==> config.mk <==
export PLATFORM = sky130hd
export DESIGN_NAME = config_memory_link
export DESIGN_NICKNAME = d
export VERILOG_FILES = /design/src/cfg_link_pkg.sv /design/src/config_memory_link.sv
export SDC_FILE = /design/constraint.sdc
export NUM_CORES = 1
export LEC_CHECK = 0
export ABC_AREA = 0
export ABC_CLOCK_PERIOD_IN_PS = 6290
export BUFFER_PORTS_ARGS = -buffer_cell sky130_fd_sc_hd__buf_2
export CORE_MARGIN = 10
export CORE_UTILIZATION = 55
export CTS_CLUSTER_DIAMETER = 40
export CTS_CLUSTER_SIZE = 20
export DETAILED_ROUTE_END_ITERATION = 8
export PLACE_DENSITY = 0.74
export RECOVER_POWER = 50
export SLEW_MARGIN = 20
export SYNTH_ARGS = -nofsm -noshare
export SYNTH_HDL_FRONTEND = slang
export SYNTH_SLANG_ARGS = --single-unit
==> constraint.sdc <==
create_clock -name clk_in -period 6.29 [get_ports clk_in]
set_input_delay 1.258 -clock clk_in [delete_from_list [all_inputs] [get_ports clk_in]]
set_output_delay 1.258 -clock clk_in [all_outputs]
set_load 0.05 [all_outputs]
==> src/cfg_link_pkg.sv <==
// Shared constants and types for the serial configuration memory link
package cfg_link_pkg;
    localparam int unsigned INSTR_BITS = 8;
    localparam int unsigned ADDR_BITS = 24;
    localparam int unsigned BYTE_BITS = 8;
    localparam int unsigned FIFO_DEPTH = 8;
    localparam logic [7:0] READ_OPCODE = 8'h03;
    localparam logic [2:0] BIT_LAST = 3'h7;
    localparam logic [4:0] ADDR_LAST = 5'h17;
    // Top byte address per density
    localparam logic [23:0] TOP_128M = 24'hFFFFFF;
    localparam logic [23:0] TOP_64M = 24'h7FFFFF;
    localparam logic [23:0] TOP_16M = 24'h1FFFFF;
    localparam logic [23:0] TOP_4M = 24'h07FFFF;
    localparam logic [23:0] TOP_1M = 24'h01FFFF;
    // Sector and page field positions
    localparam int unsigned PAGE_LSB = 8;
    localparam int unsigned SECTOR_LSB_128M = 18;
    localparam int unsigned SECTOR_LSB_MID = 16;
    localparam int unsigned SECTOR_LSB_1M = 15;
    localparam logic [23:0] ADDR_RESET = 24'h000000;

    typedef enum logic [2:0] {
        DENS_128M,
        DENS_64M,
        DENS_16M,
        DENS_4M,
        DENS_1M
    } density_t;

    typedef enum logic [1:0] {
        ST_IDLE,
        ST_INSTR,
        ST_ADDR,
        ST_DATA
    } link_state_t;

    typedef struct packed {
        logic sclk;
        logic sel_n;
        logic sdi;
    } link_pins_t;

    typedef struct packed {
        logic [6:0] sector;
        logic [9:0] page;
    } location_t;
endpackage

==> src/config_memory_link.sv <==
// Serial configuration memory slave with its data-feed FIFO
`timescale 1ns/1ns
`default_nettype none

module byte_fifo #(
    parameter int unsigned WIDTH = 8,
    parameter int unsigned DEPTH = 8
) (
    // Clocking
    input wire logic clk_in,
    input wire logic rst_in,
    input wire logic ce_in,
    // Fill side
    input wire logic [WIDTH-1:0] in_data_in,
    input wire logic in_valid_in,
    output logic in_ready_out,
    // Drain side
    output logic [WIDTH-1:0] out_data_out,
    output logic out_valid_out,
    input wire logic out_ready_in
);
    localparam int unsigned AW = $clog2(DEPTH);
    logic [WIDTH-1:0] mem [DEPTH];
    logic [AW-1:0] wr_ptr, next_wr_ptr, rd_ptr, next_rd_ptr;
    logic [AW:0] count, next_count;
    logic room, next_room;
    logic push, pop;

    always_comb begin
        push = in_valid_in && room;
        pop = out_ready_in && (count != '0);
        next_wr_ptr = push ? AW'(wr_ptr + 1'b1) : wr_ptr;
        next_rd_ptr = pop ? AW'(rd_ptr + 1'b1) : rd_ptr;
        next_count = (AW+1)'(count + {{AW{1'b0}}, push}
                     - {{AW{1'b0}}, pop});
        // Ready is its own flop, so no byte is taken against a stale ready
        next_room = (next_count != (AW+1)'(DEPTH));
    end

    always_ff @(posedge clk_in) begin
        if (rst_in) begin
            wr_ptr <= '0;
            rd_ptr <= '0;
            count <= '0;
            room <= 1'b0;
        end else if (ce_in) begin
            wr_ptr <= next_wr_ptr;
            rd_ptr <= next_rd_ptr;
            count <= next_count;
            room <= next_room;
            if (push) begin
                mem[wr_ptr] <= in_data_in;
            end
        end
    end

    assign in_ready_out = room;
    assign out_data_out = mem[rd_ptr];
    assign out_valid_out = (count != '0);
endmodule // byte_fifo

module config_memory_link (
    // Clocking
    input wire logic clk_in,
    input wire logic rst_in,
    input wire logic ce_in,
    // Serial link pins from the configuration master
    input wire logic config_serial_clock_in,
    input wire logic memory_select_n_in,
    input wire logic memory_serial_in_in,
    // Serial data back to the master
    output logic memory_data_out,
    output logic memory_data_oe_out,
    // Density strap
    input wire logic [2:0] density_in,
    // Array content feed
    input wire logic [7:0] fill_data_in,
    input wire logic fill_valid_in,
    output logic fill_ready_out,
    // Read status
    output logic read_active_out,
    output logic [23:0] read_addr_out,
    output logic [6:0] sector_out,
    output logic [9:0] page_out,
    output logic underrun_out
);
    // Pins are foreign to clk_in: two flops before use
    cfg_link_pkg::link_pins_t pins_meta, pins_sync, pins_prev;
    logic [2:0] dens_meta, dens_sync;
    cfg_link_pkg::link_state_t state, next_state;
    logic [2:0] bit_cnt, next_bit_cnt;
    logic [4:0] addr_cnt, next_addr_cnt;
    logic [7:0] instr, next_instr, shreg, next_shreg;
    logic [23:0] addr, next_addr, top;
    logic [23:0] next_read_addr;
    logic next_data, next_oe, next_active, next_underrun;
    cfg_link_pkg::location_t loc, next_loc;
    logic rise, fall, selected, pop;
    logic [7:0] fifo_data;
    logic fifo_valid;

    byte_fifo #(
        .WIDTH(cfg_link_pkg::BYTE_BITS),
        .DEPTH(cfg_link_pkg::FIFO_DEPTH)
    ) feed (
        .clk_in(clk_in),
        .rst_in(rst_in),
        .ce_in(ce_in),
        .in_data_in(fill_data_in),
        .in_valid_in(fill_valid_in),
        .in_ready_out(fill_ready_out),
        .out_data_out(fifo_data),
        .out_valid_out(fifo_valid),
        .out_ready_in(pop)
    );

    always_comb begin
        rise = pins_sync.sclk && !pins_prev.sclk;
        fall = !pins_sync.sclk && pins_prev.sclk;
        selected = !pins_sync.sel_n;
        case (cfg_link_pkg::density_t'(dens_sync))
            cfg_link_pkg::DENS_128M: top = cfg_link_pkg::TOP_128M;
            cfg_link_pkg::DENS_64M: top = cfg_link_pkg::TOP_64M;
            cfg_link_pkg::DENS_16M: top = cfg_link_pkg::TOP_16M;
            cfg_link_pkg::DENS_4M: top = cfg_link_pkg::TOP_4M;
            default: top = cfg_link_pkg::TOP_1M;
        endcase
    end

    always_comb begin
        next_state = state;
        next_bit_cnt = bit_cnt;
        next_addr_cnt = addr_cnt;
        next_instr = instr;
        next_shreg = shreg;
        next_addr = addr;
        next_read_addr = read_addr_out;
        next_data = memory_data_out;
        next_oe = memory_data_oe_out;
        next_active = read_active_out;
        next_underrun = underrun_out;
        next_loc = loc;
        pop = 1'b0;
        if (!selected) begin
            // Deselect aborts any access and frees the data line
            next_state = cfg_link_pkg::ST_IDLE;
            next_oe = 1'b0;
            next_active = 1'b0;
        end else begin
            case (state)
                cfg_link_pkg::ST_IDLE: begin
                    // Only a fresh select starts a frame, so a refused
                    // opcode leaves the link silent until reselect
                    if (pins_prev.sel_n) begin
                        next_state = cfg_link_pkg::ST_INSTR;
                        next_bit_cnt = 3'h0;
                        next_addr_cnt = 5'h00;
                        next_underrun = 1'b0;
                    end
                end
                cfg_link_pkg::ST_INSTR: begin
                    if (rise) begin
                        next_instr = {instr[6:0], pins_sync.sdi};
                        next_bit_cnt = 3'(bit_cnt + 1'b1);
                        if (bit_cnt == cfg_link_pkg::BIT_LAST) begin
                            next_state = ({instr[6:0], pins_sync.sdi}
                                == cfg_link_pkg::READ_OPCODE) ?
                                cfg_link_pkg::ST_ADDR :
                                cfg_link_pkg::ST_IDLE;
                        end
                    end
                end
                cfg_link_pkg::ST_ADDR: begin
                    if (rise) begin
                        next_addr = {addr[22:0], pins_sync.sdi};
                        next_addr_cnt = 5'(addr_cnt + 1'b1);
                        if (addr_cnt == cfg_link_pkg::ADDR_LAST) begin
                            next_addr = {addr[22:0], pins_sync.sdi} & top;
                            next_state = cfg_link_pkg::ST_DATA;
                            next_bit_cnt = 3'h0;
                            next_active = 1'b1;
                        end
                    end
                end
                cfg_link_pkg::ST_DATA: begin
                    if (fall) begin
                        next_oe = 1'b1;
                        next_bit_cnt = 3'(bit_cnt + 1'b1);
                        if (bit_cnt == 3'h0) begin
                            // Clock cannot be stalled: empty feed sends 0
                            pop = fifo_valid;
                            next_underrun = underrun_out || !fifo_valid;
                            next_data = fifo_valid && fifo_data[7];
                            next_shreg = fifo_valid ?
                                {fifo_data[6:0], 1'b0} : 8'h00;
                            next_read_addr = addr;
                            next_addr = 24'(addr + 1'b1) & top;
                            case (cfg_link_pkg::density_t'(dens_sync))
                                cfg_link_pkg::DENS_128M: next_loc =
                                    {1'b0,
                                     addr[23:cfg_link_pkg::SECTOR_LSB_128M],
                                     addr[17:cfg_link_pkg::PAGE_LSB]};
                                cfg_link_pkg::DENS_64M,
                                cfg_link_pkg::DENS_16M,
                                cfg_link_pkg::DENS_4M: next_loc =
                                    {addr[22:cfg_link_pkg::SECTOR_LSB_MID],
                                     2'h0, addr[15:cfg_link_pkg::PAGE_LSB]};
                                // Unused strap codes act as the smallest part
                                default: next_loc =
                                    {5'h00,
                                     addr[16:cfg_link_pkg::SECTOR_LSB_1M],
                                     3'h0, addr[14:cfg_link_pkg::PAGE_LSB]};
                            endcase
                        end else begin
                            next_data = shreg[7];
                            next_shreg = {shreg[6:0], 1'b0};
                        end
                    end
                end
                default: next_state = cfg_link_pkg::ST_IDLE;
            endcase
        end
    end

    always_ff @(posedge clk_in) begin
        if (rst_in) begin
            pins_meta <= 3'h6;
            pins_sync <= 3'h6;
            pins_prev <= 3'h6;
            dens_meta <= 3'h0;
            dens_sync <= 3'h0;
            state <= cfg_link_pkg::ST_IDLE;
            bit_cnt <= 3'h0;
            addr_cnt <= 5'h00;
            instr <= 8'h00;
            shreg <= 8'h00;
            addr <= cfg_link_pkg::ADDR_RESET;
            read_addr_out <= cfg_link_pkg::ADDR_RESET;
            loc <= 17'h00000;
            memory_data_out <= 1'b0;
            memory_data_oe_out <= 1'b0;
            read_active_out <= 1'b0;
            underrun_out <= 1'b0;
        end else if (ce_in) begin
            pins_meta <= {config_serial_clock_in, memory_select_n_in,
                          memory_serial_in_in};
            pins_sync <= pins_meta;
            pins_prev <= pins_sync;
            dens_meta <= density_in;
            dens_sync <= dens_meta;
            state <= next_state;
            bit_cnt <= next_bit_cnt;
            addr_cnt <= next_addr_cnt;
            instr <= next_instr;
            shreg <= next_shreg;
            addr <= next_addr;
            read_addr_out <= next_read_addr;
            loc <= next_loc;
            memory_data_out <= next_data;
            memory_data_oe_out <= next_oe;
            read_active_out <= next_active;
            underrun_out <= next_underrun;
        end
    end

    assign sector_out = loc.sector;
    assign page_out = loc.page;
endmodule // config_memory_link
`default_nettype wire

==> impl_metrics.toml <==
[power_and_ir_drop]
p_leak_nw = 2.95
power.density_nw_per_um2 = 264
ir_drop_v = 0.000356
p_total_mw = 2.30

[route]
routed-via-count = 5980
avgRoutedWirePerCell_um = 17.5
first_pass_iters = 5
viasPerCell = 5.97
ant_nets = 0
drt_wl_total_um = 17500
drt_iter0_drc = 585
drc = 0

[grt]
grt_pass1_vias = 5777
track_usage_pct = 17.6
grt_start_max_net_pins = 77
antenna_found_initial = 0
grt_pass1_wl_um = 28900
grt_overflow = 0

[cts]
clk_latency_ns = 0.44
cts_root_buffer = "clkbuf_16"
cts_tree = "yes"
clk_pin_slew_ns = 0.07
cts_max_path_buffers = 2
cts_buffers = 17
ctsHoldBuffers = 0
htreeDepth = 4
ctsResizeCount = 0
post_cts_buffers = 0
clock_sinks = 178

[synthesis]
synth_cell_type_count = 65
netlist_top_cells_area = "dfxtp_1, edfxtp_1, mux4_2, a21oi_1, mux2i_1"
syn_area_um2 = 7910
syn_inst = 780
synth_top_area_share_pct = 28.9
ys_ff_latch = 178
seq_area_frac_synth_pct = 53.2
synth_edf_count = 64
syn-num-nets = 815
postSynthAreaPerCell_um2 = 10.1
ys_warn_count = 0
synth_largest_area_cell = "dfxtp_1"
ys.flop_type = "dfxtp_1"
ys_async_sr_fraction_pct = 0

[floorplanning]
die_h_um = 140
rows = 43
core_area_um2 = 14000
dieWidth_um = 140
start_util_pct = 56.5
io-pin-count = 64
die_area_um2 = 19600

[worst_setup_path]
cp_cell_sequence = "clkbuf_1, nand2b_1, or3_1, nand2_1, o2111ai_1, a41oi_1"
cp.arrival_ns = 4.60
worstReg2RegEnd = "feed.in_ready_out"
startpoint_type = "input port"
reg2reg_setup_slack_ns = 2.53
path_max_fanout = 35
max_stage_delay_ns = 1.18
cp.required_ns = 6.65
crit_type = "in -> reg"
path_buf_inv = 1
cp_top_family = "simple AND/OR/NAND/NOR gates"
reg2reg_depth = 11
r2r_start = "state[1]"
critPathCaptureType = "flip-flop"
slowest_stage = "clkbuf_1"

[timing]
min_period_ns = 4.25
finalMaxSlewViolations = 77
setup_tns_ns = 0
worst_slew_pin_slew_ns = 1.67
slew_headroom_pct = -11.3
fmax_mhz = 236
setup-violations-final = 0
rsz0062_at_grt = "no"
fin_crit_sh_pct = 67.5
hold_viol = 0
clock_skew_ns = 0.00884

[min_path]
min_to = "page_out[9]"
min-delay-start = "page_out[9]"
min-delay-path-class = "reg -> reg"
min_path_cells = 2

[placement]
place.gp.congestion = 0.875
post-dp-hpwl_um = 11700
io_buffers = 63

[layout]
drive_above_1_share_pct = 8.40
layout_common_cells = "dfxtp_1, nand2_1, nor2_1"
syn_to_final_growth_pct = 10.3
final_nets = 843
utilization_pct = 62.3
mostFrequentLayoutCell = "dfxtp_1"
num_antenna_cells = 0

[run_status]
status = "finished with violations"
violations = "max-capacitance violations, max-slew violations"

[flow_run]
max_cap_viol_count = 2
-- logic make-up after synthesis --
kind of cell | count (synthesis) | synth area share (%)
adder cells (fa/ha/maj) | 17 | 2.79
AO/OA/AOI/OAI | 163 | 12.6
buffers and inverters | 82 | 4.34
flip-flops | 178 | 53.2
XOR/XNOR | 7 | 0.775
multiplexers | 50 | 8.88
AND/OR/NAND/NOR | 283 | 17.4
-- Yosys cell counts, drive strengths merged (11+ instances only) --
library cell / n
mux4: 16
clkbuf: 39
buf: 19
inv: 24
nor4: 12
nand3: 20
ha: 16
nor3: 23
nor2b: 11
edfxtp: 64
nor2: 72
nand2: 88
o21ai: 30
a21oi: 70
mux2i: 33
dfxtp: 114
-- per-layer routing --
layer,GRT usage (%),part of all wire [%]
met1,21.7,44
met2,29.2,48
met3,5.10,6.4
met4,5.22,1.4
met5,0,0
-- worst max path at each step --
stage | startpoint | to | depth (start not counted)
2_1_floorplan | fill_valid_in | feed.mem[0][0] | 4
3_3_place_gp | ce_in | page_out[7] | 6
3_5_place_dp | ce_in | page_out[7] | 6
4_1_cts | state[1] | feed.in_ready_out | 11
5_1_grt | ce_in | sector_out[6] | 7
6_report | ce_in | addr[23] | 6
-- layout make-up --
cell class / instances / area [µm²]
clock buffer: 17 / 425
timing repair buffer: 67 / 272
fill: 1174 / 5270
inverter: 24 / 90.1
multi-input combinational: 520 / 3370
sequential: 178 / 4210
clock inverter: 15 / 135
tap: 180 / 225
-- stage by stage --
stage / instance area, µm² / std cells / hold WS (ns) / setup slack (ns)
finish: 8720 / 1001 / 0.453 / 2.04
floorplan: 7910 / 780 / 0.431 / 3.41
CTS: 8790 / 1001 / 0.450 / 2.57
global placement: 8230 / 969 / 0.441 / 2.50
detailed placement: 8230 / 969 / 0.441 / 2.39
global route: 8720 / 1001 / 0.470 / 1.69
-- registers in the layout, indices dropped and copies added, names as in the netlist, 2 cells and up, named ones only --
name,flops
page_out,3
feed.rd_ptr,3
sector_out,7
bit_cnt,3
read_addr_out,24
addr,24
dens_sync,3
pins_sync,3
feed.wr_ptr,3
shreg,7
pins_prev,2
addr_cnt,5
feed.count,4
feed.mem,64
state,2
pins_meta,3
dens_meta,3
instr,7
-- worst reg2reg max path: stages, from the launching register on --
cell      delay, ns
dfxtp_1        0.39
ha_1           0.76
nand3b_1       0.36
nor4_1         0.56
ha_1           0.33
inv_1          0.05
ha_1           0.17
inv_1          0.06
fa_1           0.49
nand2_1        0.07
nor4_1         0.31
nor3_1         0.08
-- report_power, final --
group          internal [mW]  total (mW)  switching [mW]
clock                  0.524        1.01           0.485
combinational         0.0277      0.0790          0.0513
sequential              1.20        1.21         0.00984
total                   1.75        2.30           0.546
Power figures use the tool's default switching activity.
